**src/rtl/timer_pkg.sv**
```systemverilog
// Constants for the top-compare, compare-D, interrupt-flag and dead-time block.
// Assumes byte-wide register access and a 10-bit counter.
package timer_pkg;

    // Register offsets
    localparam logic [7:0] ADDR_COUNT_LOW = 8'h20;
    localparam logic [7:0] ADDR_HIGH_BYTE = 8'h21;
    localparam logic [7:0] ADDR_CMP_A = 8'h22;
    localparam logic [7:0] ADDR_CMP_B = 8'h23;
    localparam logic [7:0] ADDR_TOP = 8'h24;
    localparam logic [7:0] ADDR_CMP_D = 8'h25;
    localparam logic [7:0] ADDR_DEAD_TIME = 8'h26;
    localparam logic [7:0] ADDR_MODE = 8'h27;
    localparam logic [7:0] ADDR_FLAGS = 8'h38;
    localparam logic [7:0] ADDR_MASK = 8'h39;

    // Reset values
    localparam logic [9:0] COUNT_RESET = 10'h000;
    localparam logic [9:0] TOP_RESET = 10'h0ff;
    localparam logic [9:0] CMP_RESET = 10'h000;
    localparam logic [7:0] MASK_RESET = 8'h00;
    localparam logic [7:0] DT_RESET = 8'h00;
    localparam logic [7:0] MODE_RESET = 8'h00;
    localparam logic [1:0] HIGH_RESET = 2'h0;

    // Lowest value the top compare may hold
    localparam logic [9:0] TOP_MIN = 10'h003;

    // Event index: 0 compare A, 1 compare B, 2 compare D, 3 overflow
    localparam int NUM_EV = 4;
    localparam int EV_A = 0;
    localparam int EV_B = 1;
    localparam int EV_D = 2;
    localparam int EV_OVF = 3;
    localparam int FLAG_POS [NUM_EV] = '{6, 5, 7, 2};
    localparam logic [7:0] EV_VEC [NUM_EV] = '{8'h03, 8'h09, 8'h10, 8'h04};
    localparam logic [7:0] VEC_NONE = 8'h00;

    // Mode register fields
    localparam int MODE_RUN_BIT = 0;
    localparam int MODE_SEL_LSB = 1;
    localparam logic [1:0] MODE_NORMAL = 2'h0;
    localparam logic [1:0] MODE_FAST = 2'h1;
    localparam logic [1:0] MODE_PFC = 2'h2;

    // Dead-time nibbles
    localparam int DT_TRUE_LSB = 4;
    localparam int DT_COMPL_LSB = 0;
    localparam int NUM_CH = 3;

endpackage

```
**src/rtl/timer_top_compare_irq_deadtime.sv**
```systemverilog
// Timer core with top compare, compare channels, interrupt flags and dead time.
// Assumes a prescaler strobe timer_tick and CPU interrupt hand-off on clk_sys.
//
// Summary of operation
// - Normal/fast: top compare match clears counter to zero
// - Top writes below three store three
// - Phase-correct: top compare match reverses count direction
// - Compare-D match only from counting
// - Software count write never matches compare-D
// - Compare-D flag set after synchronization delay
// - Mask bits: D 7, A 6, B 5
// - Request needs global enable, enable, flag
// - Vectors: D 0x10, A 0x03, B 0x09
// - Overflow enable bit 2, vector 0x04
// - Flag bank 0x38, bits 7,6,5,2, reset zero
// - Compare A and B matches set flags
// - Compare flags clear by vector or write-one
// - Normal/fast: overflow flag set at top
// - Phase-correct: overflow flag set at bottom
// - Overflow flag clears by vector or write-one
// - Dead time: high nibble true, low compl
// - Dead time zero to fifteen timer ticks
// - One dead-time setting for all channels
// - Shared high byte for all 10-bit accesses
`timescale 1ns/1ps
`default_nettype none

module timer_top_compare_irq_deadtime (
    input wire logic clk_sys,
    input wire logic rst,
    input wire logic [7:0] reg_addr,
    input wire logic [7:0] reg_wdata,
    input wire logic reg_wr,
    input wire logic reg_rd,
    output logic [7:0] reg_rdata,
    input wire logic timer_tick,
    input wire logic global_irq_en,
    input wire logic irq_ack,
    output logic irq_req,
    output logic [7:0] irq_vector,
    output logic [2:0] out_true,
    output logic [2:0] out_compl
);

    logic [9:0] count;
    logic dir_down;
    logic [1:0] high_byte;
    logic [9:0] top_compare;
    logic [9:0] compare_a;
    logic [9:0] compare_b;
    logic [9:0] compare_d;
    logic [7:0] irq_enable_mask;
    logic [7:0] dead_time_setting;
    logic [7:0] mode_reg;
    logic step_d;
    logic [3:0] match_sync;
    logic [3:0] clear_pend;
    logic [3:0] ev_flag;
    logic [2:0] wave;
    logic [2:0] wave_prev;
    logic [3:0] dt_cnt [timer_pkg::NUM_CH];

    // Register decode
    wire sel_count = reg_addr == timer_pkg::ADDR_COUNT_LOW;
    wire sel_high = reg_addr == timer_pkg::ADDR_HIGH_BYTE;
    wire sel_a = reg_addr == timer_pkg::ADDR_CMP_A;
    wire sel_b = reg_addr == timer_pkg::ADDR_CMP_B;
    wire sel_top = reg_addr == timer_pkg::ADDR_TOP;
    wire sel_d = reg_addr == timer_pkg::ADDR_CMP_D;
    wire sel_dt = reg_addr == timer_pkg::ADDR_DEAD_TIME;
    wire sel_mode = reg_addr == timer_pkg::ADDR_MODE;
    wire sel_flags = reg_addr == timer_pkg::ADDR_FLAGS;
    wire sel_mask = reg_addr == timer_pkg::ADDR_MASK;

    wire wr_count = reg_wr && sel_count;
    wire wr_top = reg_wr && sel_top;
    wire wr_flags = reg_wr && sel_flags;
    wire rd_wide = reg_rd && (sel_count || sel_a || sel_b || sel_top || sel_d);

    // Ten-bit write word from the shared high byte
    wire [9:0] wr_word = {high_byte, reg_wdata};
    wire [9:0] top_write = (wr_word < timer_pkg::TOP_MIN) ? timer_pkg::TOP_MIN : wr_word;

    // Counter stepping
    wire run = mode_reg[timer_pkg::MODE_RUN_BIT];
    wire [1:0] mode_sel = mode_reg[timer_pkg::MODE_SEL_LSB +: 2];
    wire pfc = mode_sel == timer_pkg::MODE_PFC;
    wire at_top = count == top_compare;
    wire at_bottom = count == 10'h000;
    wire step = run && timer_tick && !wr_count;

    wire [9:0] next_count_single = at_top ? 10'h000 : count + 10'h001;
    wire [9:0] next_count_dual = dir_down ?
        (at_bottom ? count + 10'h001 : count - 10'h001) :
        (at_top ? count - 10'h001 : count + 10'h001);
    wire next_dir_dual = dir_down ? !at_bottom : at_top;
    wire [9:0] next_count = pfc ? next_count_dual : next_count_single;
    wire next_dir = pfc ? next_dir_dual : 1'b0;

    wire ovf_single = step && !pfc && at_top;
    wire ovf_dual = step && pfc && dir_down && count == 10'h001;
    wire ovf_event = ovf_single || ovf_dual;

    always_ff @(posedge clk_sys) begin
        if (rst) begin
            count <= timer_pkg::COUNT_RESET;
            dir_down <= 1'b0;
        end else if (wr_count) begin
            count <= wr_word;
            dir_down <= 1'b0;
        end else if (step) begin
            count <= next_count;
            dir_down <= next_dir;
        end
    end

    // Matches only one cycle after the counter itself moved
    always_ff @(posedge clk_sys) begin
        if (rst) begin
            step_d <= 1'b0;
        end else begin
            step_d <= step;
        end
    end

    wire [3:0] match;
    assign match[timer_pkg::EV_A] = step_d && count == compare_a;
    assign match[timer_pkg::EV_B] = step_d && count == compare_b;
    assign match[timer_pkg::EV_D] = step_d && count == compare_d;
    assign match[timer_pkg::EV_OVF] = 1'b0;

    // Compare events pass one synchronization stage
    always_ff @(posedge clk_sys) begin
        if (rst) begin
            match_sync <= 4'h0;
        end else begin
            match_sync <= match;
        end
    end

    // Writable registers
    always_ff @(posedge clk_sys) begin
        if (rst) begin
            top_compare <= timer_pkg::TOP_RESET;
            compare_a <= timer_pkg::CMP_RESET;
            compare_b <= timer_pkg::CMP_RESET;
            compare_d <= timer_pkg::CMP_RESET;
            irq_enable_mask <= timer_pkg::MASK_RESET;
            dead_time_setting <= timer_pkg::DT_RESET;
            mode_reg <= timer_pkg::MODE_RESET;
        end else if (reg_wr) begin
            if (sel_top) begin
                top_compare <= top_write;
            end
            if (sel_a) begin
                compare_a <= wr_word;
            end
            if (sel_b) begin
                compare_b <= wr_word;
            end
            if (sel_d) begin
                compare_d <= wr_word;
            end
            if (sel_mask) begin
                irq_enable_mask <= reg_wdata;
            end
            if (sel_dt) begin
                dead_time_setting <= reg_wdata;
            end
            if (sel_mode) begin
                mode_reg <= reg_wdata;
            end
        end
    end

    // Shared high byte: written directly, captured on wide low-byte reads
    wire [9:0] wide_read =
        sel_count ? count :
        sel_a ? compare_a :
        sel_b ? compare_b :
        sel_top ? top_compare : compare_d;
    wire [1:0] next_high_byte =
        (reg_wr && sel_high) ? reg_wdata[1:0] :
        rd_wide ? wide_read[9:8] : high_byte;

    always_ff @(posedge clk_sys) begin
        if (rst) begin
            high_byte <= timer_pkg::HIGH_RESET;
        end else begin
            high_byte <= next_high_byte;
        end
    end

    // Event flags, enables and clears
    wire [3:0] ev_en;
    wire [3:0] ev_wclr;
    wire [3:0] ev_set;
    wire [3:0] ev_ack;
    wire [3:0] pending;
    wire [3:0] next_flag;
    wire [7:0] flag_read;

    genvar gi;
    generate
        for (gi = 0; gi < timer_pkg::NUM_EV; gi++) begin : g_ev
            assign ev_en[gi] = irq_enable_mask[timer_pkg::FLAG_POS[gi]];
            assign ev_wclr[gi] = wr_flags && reg_wdata[timer_pkg::FLAG_POS[gi]];
            assign ev_ack[gi] = irq_ack && irq_req && irq_vector == timer_pkg::EV_VEC[gi];
            assign ev_set[gi] = (gi == timer_pkg::EV_OVF) ? ovf_event : match_sync[gi];
            // Set wins over any clear in the same cycle
            assign next_flag[gi] = ev_set[gi] ||
                (ev_flag[gi] && !clear_pend[gi] && !ev_ack[gi]);
            assign pending[gi] = ev_flag[gi] && ev_en[gi];
        end
    endgenerate

    assign flag_read = {ev_flag[timer_pkg::EV_D], ev_flag[timer_pkg::EV_A],
        ev_flag[timer_pkg::EV_B], 2'b00, ev_flag[timer_pkg::EV_OVF], 2'b00};

    always_ff @(posedge clk_sys) begin
        if (rst) begin
            ev_flag <= 4'h0;
            clear_pend <= 4'h0;
        end else begin
            ev_flag <= next_flag;
            clear_pend <= ev_wclr;
        end
    end

    // Lowest vector number wins; an acked event drops out at once
    wire [3:0] live_pend = pending & ~ev_ack;
    wire [7:0] next_vector =
        live_pend[timer_pkg::EV_A] ? timer_pkg::EV_VEC[timer_pkg::EV_A] :
        live_pend[timer_pkg::EV_OVF] ? timer_pkg::EV_VEC[timer_pkg::EV_OVF] :
        live_pend[timer_pkg::EV_B] ? timer_pkg::EV_VEC[timer_pkg::EV_B] :
        live_pend[timer_pkg::EV_D] ? timer_pkg::EV_VEC[timer_pkg::EV_D] :
        timer_pkg::VEC_NONE;
    wire next_req = global_irq_en && |live_pend;

    always_ff @(posedge clk_sys) begin
        if (rst) begin
            irq_req <= 1'b0;
            irq_vector <= timer_pkg::VEC_NONE;
        end else begin
            irq_req <= next_req;
            irq_vector <= next_req ? next_vector : timer_pkg::VEC_NONE;
        end
    end

    // Read data, one cycle after the strobe
    wire [7:0] next_rdata =
        !reg_rd ? 8'h00 :
        (sel_count || sel_a || sel_b || sel_top || sel_d) ? wide_read[7:0] :
        sel_high ? {6'h00, high_byte} :
        sel_dt ? dead_time_setting :
        sel_mode ? mode_reg :
        sel_flags ? flag_read :
        sel_mask ? irq_enable_mask : 8'h00;

    always_ff @(posedge clk_sys) begin
        if (rst) begin
            reg_rdata <= 8'h00;
        end else begin
            reg_rdata <= next_rdata;
        end
    end

    // Waveforms and dead-time generators
    wire [9:0] ch_cmp [timer_pkg::NUM_CH];
    assign ch_cmp[0] = compare_a;
    assign ch_cmp[1] = compare_b;
    assign ch_cmp[2] = compare_d;
    wire [3:0] dt_true = dead_time_setting[timer_pkg::DT_TRUE_LSB +: 4];
    wire [3:0] dt_compl = dead_time_setting[timer_pkg::DT_COMPL_LSB +: 4];

    generate
        for (gi = 0; gi < timer_pkg::NUM_CH; gi++) begin : g_dt
            always_ff @(posedge clk_sys) begin
                if (rst) begin
                    wave[gi] <= 1'b0;
                    wave_prev[gi] <= 1'b0;
                    dt_cnt[gi] <= 4'h0;
                    out_true[gi] <= 1'b0;
                    out_compl[gi] <= 1'b0;
                end else begin
                    wave[gi] <= count < ch_cmp[gi];
                    if (wave[gi] != wave_prev[gi]) begin
                        // Either edge drops both outputs at once; the newly active output waits
                        wave_prev[gi] <= wave[gi];
                        dt_cnt[gi] <= wave[gi] ? dt_true : dt_compl;
                        out_true[gi] <= 1'b0;
                        out_compl[gi] <= 1'b0;
                    end else if (dt_cnt[gi] == 4'h0) begin
                        out_true[gi] <= wave_prev[gi];
                        out_compl[gi] <= !wave_prev[gi];
                    end else if (timer_tick) begin
                        dt_cnt[gi] <= dt_cnt[gi] - 4'h1;
                    end
                end
            end
        end
    endgenerate
endmodule

`default_nettype wire

```
**config.mk**
```make
export PLATFORM = sky130hd
export DESIGN_NAME = timer_top_compare_irq_deadtime
export DESIGN_NICKNAME = d
export VERILOG_FILES = /design/src/rtl/timer_pkg.sv /design/src/rtl/timer_top_compare_irq_deadtime.sv
export SDC_FILE = /design/constraint.sdc
export NUM_CORES = 1
export LEC_CHECK = 0
export BUFFER_PORTS_ARGS = -buffer_cell sky130_fd_sc_hd__buf_4
export CAP_MARGIN = 25
export CELL_PAD_IN_SITES_DETAIL_PLACEMENT = 0
export CELL_PAD_IN_SITES_GLOBAL_PLACEMENT = 1
export CORE_ASPECT_RATIO = 0.7
export CORE_MARGIN = 2
export CORE_UTILIZATION = 50
export CTS_CLUSTER_SIZE = 28
export DETAILED_ROUTE_END_ITERATION = 7
export PLACE_DENSITY_LB_ADDON = 0.1
export SYNTH_ARGS = -nofsm -noshare
export SYNTH_HDL_FRONTEND = slang
export SYNTH_SLANG_ARGS = --single-unit
```
**constraint.sdc**
```tcl
create_clock -name clk_sys -period 5.7 [get_ports clk_sys]
set_input_delay 0.855 -clock clk_sys [delete_from_list [all_inputs] [get_ports clk_sys]]
set_output_delay 0.855 -clock clk_sys [all_outputs]
set_load 0.01 [all_outputs]
```
==> flow_metrics.env, run 1 <==
export IMPL_crit_type="reg2reg"
export IMPL_rows=37
export IMPL_grt_overflow=0
export IMPL_design_area_um2=8350
export IMPL_irDropWorstVdd_mv=0.202
export IMPL_start_util=0.509
export IMPL_crit_family="compound AO/OA/AOI/OAI gates"
export IMPL_power_density_nw_per_um2=267
export IMPL_hold_class="reg2reg"
export IMPL_critPathLaunchType="register"
export IMPL_timing_hold_ws_ns=0.450
export IMPL_routedWlPerCell_um=22.5
export IMPL_grt_use_total=0.323
export IMPL_largest_reg_flops=12
export IMPL_grt_pass1_wl_um=38000
export IMPL_ff2ff_setup_slack_ns=2.76
export IMPL_maxSlewViolCount=0
export IMPL_ant_nets=0
export IMPL_tns_ns=0
export IMPL_die_w_um=150
export IMPL_critical_path_startpoint="count[0]"
export IMPL_setup_viol=0
export IMPL_clock_latency_ns=0.43
export IMPL_ys_ff_latch=127
export IMPL_postCtsHoldBufs=0
export IMPL_grt_max_degree=59
export IMPL_core_um2=14600
export IMPL_fin_util=0.571
export IMPL_crit_buf_inv=1
export IMPL_r2r_start="count[0]"
export IMPL_grt_antenna_before_repair=0
export IMPL_critical_path_max_stage_delay_ns=0.54
export IMPL_syn_inst=905
export IMPL_cp_max_fo=10
export IMPL_mappedNetlistArea_um2=7440
export IMPL_dieArea_um2=15900
export IMPL_path_depth=7
export IMPL_p_leak_nw=3.32
export IMPL_worstPathCellList="inv_1 > ha_1 > or3b_2 > o41ai_2 > o41ai_1 > o221a_1 > o2bb2ai_1"
export IMPL_rsz0062_at_grt="no"
export IMPL_drive_above_1_share=0.115
export IMPL_cts_resized=0
export IMPL_portBuffers=42
export IMPL_place_area_um2=7740
export IMPL_first_pass_iters=5
export IMPL_path_clk_slew_ns=0.07
export IMPL_viasPerCell=6.14
export IMPL_synth_flop_cell="dfxtp_1"
export IMPL_routed_wl_um=25100
export IMPL_first_iter_violations=817
export IMPL_drv_cap=0
export IMPL_pin_count=46
export IMPL_relSlewSlack=0.443
export IMPL_htree_num_levels=4
export IMPL_regMostFlops="dt_cnt"
export IMPL_layout_min_cycle_time_ns=2.94
export IMPL_area_delta_synth_final_pct=12.2
export IMPL_clock_skew_ns=0.00991
export IMPL_yosysSeqAreaShare=0.358
export IMPL_timing_rr_end="count[6]"
export IMPL_final_common_cell="nand2_1"
export IMPL_cts_tree="yes"
export IMPL_cts_root_buf="clkbuf_16"
export IMPL_nets=964
export IMPL_synth_avg_cell_area_um2=8.22
export IMPL_report_power_total_mw=2.23
export IMPL_worstMarginPinSlew_ns=0.834
export IMPL_dp_hpwl_um=18000
export IMPL_critPathSlowestCell="or3b_2"
export IMPL_layout_common_cells="nand2_1, dfxtp_1, nor2_1"
export IMPL_max_clock_freq_mhz=340
export IMPL_cts_setup_buffers=0
export IMPL_async_flop_share=0
export IMPL_cts_num_sinks=127
export IMPL_dp_cells=1081
export IMPL_worst_slack_ns=2.76
export IMPL_drc_errors=0
export IMPL_diodes=0
export IMPL_finalHoldViolCount=0
export IMPL_die_h_um=106
export IMPL_arrival_ns=3.22
export IMPL_num_vias=6837
export IMPL_dp_slack_ns=2.50
export IMPL_status="complete, no violations"
export IMPL_finalNonFillerCells=1113
export IMPL_r2r_cells=7
export IMPL_ys_warn_count=0
export IMPL_crit_end="count[6]"
export IMPL_yosys_cell_types_count=79
export IMPL_clockBufferDepth=2
export IMPL_critPathCaptureType="register"
export IMPL_worstHoldStart="compare_d[9]"
export IMPL_fin_crit_sh=0.515
export IMPL_crit_required_ns=5.98
export IMPL_gp_congestion=0.997
export IMPL_grt_pass1_vias=6429
export IMPL_numCtsBuffers=17
export IMPL_synth_edff_count=12
layer usage:
| metal | global-route usage | wire [µm] | part of all wire | vias up |
|---|---|---|---|---|
| met5 | 0 | 0 | 0 | - |
| met4 | 0.0863 | 500 | 0.020 | 0 |
| met3 | 0.121 | 2470 | 0.099 | 47 |
| met2 | 0.448 | 10300 | 0.41 | 308 |
| met1 | 0.467 | 11800 | 0.47 | 3277 |
| li1 | - | - | - | 3205 |
cells by family after synthesis:
logic type      Yosys count  share of synthesized area
simple gates            351                      0.236
compound gates          190                      0.170
flops                   127                      0.358
buf+inv                 113                     0.0631
mux                      55                     0.0742
fa+ha+maj                36                     0.0605
xor+xnor                 32                     0.0377
other cells               1                   0.000504
synthesized netlist by cell type, drive strengths merged, types with 10 or more instances:
cell type / count / area [µm²]
a21o: 11 / 83.8
a21oi: 75 / 379
buf: 21 / 119
clkbuf: 46 / 178
dfxtp: 115 / 2300
edfxtp: 12 / 360
ha: 36 / 450
inv: 46 / 173
mux2i: 54 / 541
nand2: 120 / 450
nand2b: 14 / 87.6
nand3: 29 / 150
nand3b: 10 / 75.1
nand4: 15 / 100
nor2: 77 / 289
nor2b: 12 / 75.1
nor3: 29 / 181
o21ai: 22 / 110
o22ai: 15 / 93.8
xnor2: 25 / 219
worst min-delay path by stage:
stage / cells after the start / end / slack (ns)
finish: 2 / compare_d[9] / 0.45
global route: 2 / compare_d[9] / 0.49
global placement: 2 / compare_d[7] / 0.44
detailed placement: 2 / compare_d[9] / 0.45
CTS: 2 / compare_d[9] / 0.45
floorplan: 2 / ev_flag[0] / 0.41
where the power goes:
group          switching [mW]  total (mW)  internal [mW]
logic                   0.106       0.166         0.0598
clock network           0.453        1.13          0.679
registers              0.0127       0.935          0.923
total                   0.571        2.23           1.66
cell type report:
class | instances | area, µm²
fill | 1384 | 6280
multi-input combinational | 667 | 4320
sequential | 127 | 2660
clock buffer | 19 | 454
timing repair buffer | 46 | 345
tap | 195 | 244
inverter | 46 | 173
clock inverter | 13 | 153
worst reg2reg max path, cell delays in order (launching register included):
cell and delay, ns:
dfxtp_1 0.45, inv_1 0.34, ha_1 0.32, or3b_2 0.55
o41ai_2 0.43, o41ai_1 0.27, o221a_1 0.28, o2bb2ai_1 0.15
Power figures use the tool's default switching activity.
==> run 2: changes to the inputs <==
--- a/config.mk
+++ b/config.mk
@@ -5,13 +5,14 @@
 export SDC_FILE = /design/constraint.sdc
 export NUM_CORES = 1
 export LEC_CHECK = 0
+export ABC_AREA = 1
 export BUFFER_PORTS_ARGS = -buffer_cell sky130_fd_sc_hd__buf_4
 export CAP_MARGIN = 25
 export CELL_PAD_IN_SITES_DETAIL_PLACEMENT = 0
 export CELL_PAD_IN_SITES_GLOBAL_PLACEMENT = 1
 export CORE_ASPECT_RATIO = 0.7
 export CORE_MARGIN = 2
-export CORE_UTILIZATION = 50
+export CORE_UTILIZATION = 40
 export CTS_CLUSTER_SIZE = 28
 export DETAILED_ROUTE_END_ITERATION = 7
 export PLACE_DENSITY_LB_ADDON = 0.1
==> constraint.sdc (replaced) <==
create_clock -name clk_sys -period 2.4 [get_ports clk_sys]
set_input_delay 0.36 -clock clk_sys [delete_from_list [all_inputs] [get_ports clk_sys]]
set_output_delay 0.36 -clock clk_sys [all_outputs]
set_load 0.01 [all_outputs]
==> run 2 against run 1 <==
Compared with the run above: clock skew increased by 0.0023 ns; maximum frequency increased by 49%; combinational power increased by 140%; largest power group unchanged; synthesized cell count increased by 11%; sequential share of layout area decreased by 0.53 points; sequential cell count unchanged; register-to-register slack got worse by 2.3 ns; die area increased by 21%; sequential power increased by 140%; critical endpoint is now wave[2]; area after synthesis decreased by 3.0%; largest cell class unchanged; first-iteration DRC count decreased by 16%.
==> flow_metrics.env, run 2 <==
export IMPL_finalHoldViolCount=0
export IMPL_synth_most_common_cell="inv_1"
export IMPL_drive_above_1_share=0.132
export IMPL_cts_root_buf="clkbuf_16"
export IMPL_numCtsBuffers=17
export IMPL_layout_min_cycle_time_ns=1.97
export IMPL_fin_util=0.475
export IMPL_cts_tree="yes"
export IMPL_synth_avg_cell_area_um2=7.15
export IMPL_clock_skew_ns=0.0122
export IMPL_start_util=0.404
export IMPL_yosys_area_top_type="dfxtp_1"
export IMPL_drc_errors=0
export IMPL_p_int_mw=4.07
export IMPL_rsz0062_at_grt="no"
export IMPL_drv_cap=0
export IMPL_tns_ns=0
export IMPL_grt_use_total=0.258
export IMPL_p_switching_mw=1.28
export IMPL_cts_resized=0
export IMPL_status="complete, no violations"
export IMPL_yosysSeqAreaShare=0.369
export IMPL_synth_flop_cell="dfxtp_1"
export IMPL_largest_reg_flops=12
export IMPL_htree_num_levels=4
export IMPL_critPathCaptureType="register"
export IMPL_viasPerCell=5.19
export IMPL_cp_max_fo=8
export IMPL_crit_family="simple AND/OR/NAND/NOR gates"
export IMPL_final_common_cell="inv_1"
export IMPL_mappedNetlistArea_um2=7220
export IMPL_arrival_ns=2.24
export IMPL_worstMarginPinSlew_ns=0.652
export IMPL_clock_latency_ns=0.42
export IMPL_combPwrFrac=0.076
export IMPL_ant_nets=0
export IMPL_async_flop_share=0
export IMPL_portBuffers=42
export IMPL_routedWlPerCell_um=18.4
export IMPL_grt_max_degree=47
export IMPL_postCtsHoldBufs=0
export IMPL_p_seq_frac=0.417
export IMPL_die_h_um=116
export IMPL_path_clk_slew_ns=0.06
export IMPL_die_w_um=165
export IMPL_synth_edff_count=12
export IMPL_crit_top_cell="nand4_1"
export IMPL_area_delta_synth_final_pct=17.6
export IMPL_relSlewSlack=0.564
export IMPL_setup_viol=0
export IMPL_maxSlewViolCount=0
export IMPL_grt_pass1_vias=6081
export IMPL_first_iter_violations=688
export IMPL_worstPathCellList="ha_1 > nand4_1 > inv_1 > nand4_1 > nor2_1 > nor4_1"
export IMPL_ff2ff_setup_slack_ns=0.43
export IMPL_pin_count=46
export IMPL_crit_type="reg2reg"
export IMPL_p_clk_frac=0.507
export IMPL_swShare=0.239
export IMPL_power_density_nw_per_um2=630
export IMPL_crit_required_ns=2.67
export IMPL_ys_warn_count=0
export IMPL_cts_setup_buffers=0
export IMPL_core_um2=17900
export IMPL_routed_wl_um=24100
export IMPL_ys_ff_latch=127
export IMPL_gp_congestion=0.882
export IMPL_nets=1124
export IMPL_yosys_cell_types_count=43
export IMPL_grt_antenna_before_repair=1
export IMPL_fin_crit_sh=0.821
export IMPL_dieArea_um2=19100
export IMPL_irDropWorstVdd_mv=0.403
export IMPL_cts_num_sinks=127
export IMPL_synth_top_area_share=0.319
export IMPL_diodes=0
export IMPL_rows=41
export IMPL_clockBufferDepth=2
export IMPL_grt_overflow=0
export IMPL_synth_area_leaders="dfxtp_1, inv_1, nand2_1"
export IMPL_max_clock_freq_mhz=508
export IMPL_first_pass_iters=5
export IMPL_dp_hpwl_um=18500
export IMPL_hold_class="in2reg"
export IMPL_ys_top_cells_by_count="inv_1, nand2_1, dfxtp_1"
export IMPL_crit_buf_inv=1
export IMPL_p_leak_nw=3.73
export IMPL_grt_pass1_wl_um=36500
export IMPL_critPathLaunchType="register"
export IMPL_critPathSlowestCell="dfxtp_1"
export IMPL_regMostFlops="dt_cnt"
export IMPL_syn_inst=1009
export IMPL_num_vias=6821
export IMPL_layout_common_cells="inv_1, nand2_1, dfxtp_1"
export IMPL_critical_path_max_stage_delay_ns=0.55
[run 2: cell count changes in the layout (fill, tap and decap cells not counted), moves of 18 or more]
| cell | delta |
|---|---|
| buf_4 | +20 |
| inv_1 | +125 |
| nand3_1 | +20 |
| nor2_1 | +18 |
| o21ai_0 | +57 |
| xnor2_1 | -19 |
| nand2_1 | +31 |
| a21oi_1 | +27 |
| mux2i_1 | -54 |
[run 2: through the flow]
step / total power [mW] / std cells / worst slack (ns) / instance area, µm² / hold WS, ns
3_5_place_dp: 2.67 / 1282 / 0.282 / 7880 / 0.434
3_3_place_gp: 2.68 / 1282 / 0.318 / 7880 / 0.439
5_1_grt: 5.51 / 1314 / 0.306 / 8490 / 0.234
2_1_floorplan: 2.51 / 1011 / 0.815 / 7220 / 0.413
4_1_cts: 5.38 / 1314 / 0.442 / 8490 / 0.216
6_report: 5.35 / 1314 / 0.430 / 8490 / 0.224
[run 2: power groups by stage]
stage	registers, mW	logic (mW)	clock network [mW]
global route	2.24	0.450	2.83
detailed placement	2.28	0.399	0
CTS	2.23	0.402	2.74
global placement	2.27	0.403	0
finish	2.23	0.406	2.71
floorplan	2.28	0.234	0
[run 2: worst paths after layout]
path                               startpoint         end  depth (start not counted)
worst max register to register       count[8]     wave[2]                          6
worst min register to register  match_sync[2]  ev_flag[2]                          2
worst max-delay path                 count[8]     wave[2]                          6
worst min-delay path            global_irq_en     irq_req                          3
[run 2: per-layer routing]
| metal | vias to the layer above | wire length [µm] | GRT usage |
|---|---|---|---|
| met1 | 3124 | 12700 | 0.410 |
| met4 | 0 | 174 | 0.0499 |
| met3 | 12 | 1950 | 0.0657 |
| li1 | 3441 | - | - |
| met5 | - | 0 | 0 |
| met2 | 244 | 9300 | 0.343 |
[run 2: logic make-up (layout without fill, tap and decap cells)]
logic type,after synthesis,count (layout),synth area share
buf+inv,213,280,0.117
fa+ha+maj,36,36,0.0624
simple gates,355,355,0.220
compound gates,250,250,0.199
flops,127,127,0.369
other cells,1,3,0.000520
xor+xnor,27,27,0.0328
[run 2: cell type report]
cell class | instances | area, µm²
timing repair buffer | 67 | 515
clock buffer | 23 | 479
clock inverter | 9 | 131
inverter | 181 | 679
sequential | 127 | 2660
fill | 1825 | 9360
tap | 236 | 295
multi-input combinational | 671 | 3720
[run 2: worst reg2reg max path, cell delays in order (launching register included)]
cell and delay, ns:
dfxtp_1 0.55, ha_1 0.32, nand4_1 0.16, inv_1 0.09, nand4_1 0.16, nor2_1 0.14
nor4_1 0.39
==> run 3: changes to the inputs <==
==> constraint.sdc (replaced) <==
create_clock -name clk_sys -period 1.8 [get_ports clk_sys]
set_input_delay 0.27 -clock clk_sys [delete_from_list [all_inputs] [get_ports clk_sys]]
set_output_delay 0.27 -clock clk_sys [all_outputs]
set_load 0.01 [all_outputs]
==> run 3 against run 2 <==
Compared with the run above: non-clock buffer count rose by 58; cell count rose by 4.4%; first-iteration DRC count fell by 2.9%; die area did not move; register-to-register slack got worse by 0.35 ns; worst setup slack got worse by 0.35 ns; utilization rose by 3.6 points; cell area rose by 7.5%; wire length rose by 3.0%; clock power rose by 33%; sequential share of layout area fell by 2.0 points; combinational power rose by 39%.
==> flow_metrics.env, run 3 (synthesis gave the netlist of run 2 again) <==
export IMPL_irDropWorstVdd_mv=0.543
export IMPL_multiInputGateArea_um2=3810
export IMPL_crit_buf_inv=4
export IMPL_first_iter_violations=668
export IMPL_rows=41
export IMPL_hold_class="in2reg"
export IMPL_cp_max_fo=2
export IMPL_rsz0062_at_grt="yes"
export IMPL_place_area_um2=8410
export IMPL_layout_min_cycle_time_ns=1.72
export IMPL_crit_type="reg2reg"
export IMPL_grt_pass1_vias=6324
export IMPL_timing_rr_end="match_sync[1]"
export IMPL_postCtsHoldBufs=0
export IMPL_clock_latency_ns=0.43
export IMPL_ant_nets=0
export IMPL_status="complete, no violations"
export IMPL_setup_viol=0
export IMPL_p_leak_nw=4.07
export IMPL_cts_num_sinks=127
export IMPL_routedWlPerCell_um=18.1
export IMPL_grt_max_degree=43
export IMPL_dp_cells=1340
export IMPL_cts_setup_buffers=0
export IMPL_max_clock_freq_mhz=583
export IMPL_design_area_um2=9130
export IMPL_die_h_um=116
export IMPL_core_um2=17900
export IMPL_report_power_total_mw=7.13
export IMPL_finalNonFillerCells=1372
export IMPL_clockBufferDepth=2
export IMPL_regArea_um2=2680
export IMPL_layout_common_cells="inv_1, nand2_1, buf_4"
export IMPL_crit_required_ns=2.17
export IMPL_critPathCaptureType="register"
export IMPL_nets=1182
export IMPL_die_w_um=165
export IMPL_finalHoldViolCount=0
export IMPL_power_density_nw_per_um2=782
export IMPL_r2r_start="compare_b[9]"
export IMPL_fillers=1804
export IMPL_diodes=0
export IMPL_worstPathCellList="inv_1 > ha_1 > inv_1 > nor3_4 > nand4_1 > buf_4 > nor3_1 > buf_4"
export IMPL_largest_reg_flops=12
export IMPL_drc_errors=0
export IMPL_min_to="irq_req"
export IMPL_critPathLaunchType="register"
export IMPL_gp_congestion=0.870
export IMPL_cts_root_buf="clkbuf_16"
export IMPL_htree_num_levels=4
export IMPL_ff2ff_setup_slack_ns=0.08
export IMPL_first_pass_iters=5
export IMPL_dp_slack_ns=-0.0649
export IMPL_final_common_cell="inv_1"
export IMPL_worstHoldStart="global_irq_en"
export IMPL_viasPerCell=5.14
export IMPL_numCtsBuffers=17
export IMPL_grt_overflow=0
export IMPL_regMostFlops="dt_cnt"
export IMPL_critPathSlowestCell="dfxtp_1"
export IMPL_critical_path_max_stage_delay_ns=0.33
export IMPL_drive_above_1_share=0.202
export IMPL_r2r_cells=8
export IMPL_crit_family="simple AND/OR/NAND/NOR gates"
export IMPL_dieArea_um2=19100
export IMPL_fin_crit_sh=0.953
export IMPL_pin_count=46
export IMPL_cts_tree="yes"
export IMPL_grt_use_total=0.267
export IMPL_arrival_ns=2.09
export IMPL_worst_slack_ns=0.0838
export IMPL_dp_hpwl_um=19200
export IMPL_num_vias=7051
export IMPL_grt_antenna_before_repair=1
export IMPL_clock_skew_ns=0.00792
export IMPL_routed_wl_um=24900
export IMPL_area_delta_synth_final_pct=26.5
export IMPL_timing_hold_ws_ns=0.120
export IMPL_maxSlewViolCount=0
export IMPL_whs_path_depth=3
export IMPL_path_clk_slew_ns=0.06
export IMPL_grt_pass1_wl_um=37600
export IMPL_start_util=0.404
export IMPL_portBuffers=42
export IMPL_drv_cap=0
[run 3: metrics by stage]
stage,utilization,setup TNS (ns)
after global routing,0.511,-0.0361
final,0.511,0
after CTS,0.506,0
after global placement,0.471,-0.344
after detailed placement,0.471,-0.113
after floorplan,-,0
[run 3: worst max-delay path by stage]
stage                             from       endpoint  slack [ns]  depth (start not counted)
after detailed placement      count[5]        wave[1]       -0.06                          5
after CTS                     count[0]        wave[2]        0.03                          9
final                     compare_b[9]  match_sync[1]        0.08                          8
after global routing      compare_b[9]  match_sync[1]       -0.01                          8
after global placement        count[1]        wave[1]       -0.27                          6
after floorplan               count[0]       count[2]        0.22                         11
[run 3: metal layers]
metal  up-vias  routed length [µm]  global-route usage
met5         -                   0                   0
met4         0                 235              0.0597
met3        21                1690              0.0586
met2       218                9680               0.363
met1      3254               13200               0.422
li1       3558                   -                   -
[run 3: power by group]
group / switching [mW] / leakage, nW / internal (mW)
Clock: 1.39 / 0.286 / 2.21
Sequential: 0.0367 / 1.06 / 2.93
Combinational: 0.355 / 2.72 / 0.209
[run 3: final cells by class]
type | count | area share
Multi-Input combinational cell | 671 | 0.417
Clock inverter | 14 | 0.0181
Timing Repair Buffer | 125 | 0.116
Sequential cell | 127 | 0.294
Clock buffer | 18 | 0.0481
Tap cell | 236 | 0.0324
Inverter | 181 | 0.0744
[run 3: timing repair]
| item | in CTS | in global routing |
|---|---|---|
| setup endpoints to repair | 4 | 22 |
| pin swaps | 0 | 8 |
| cloned | 0 | 0 |
| gates resized for setup | 6 | 32 |
[run 3: worst min-delay path, stage by stage]
cell	delay, ns
buf_4	0.10
inv_1	0.06
nor3_1	0.06
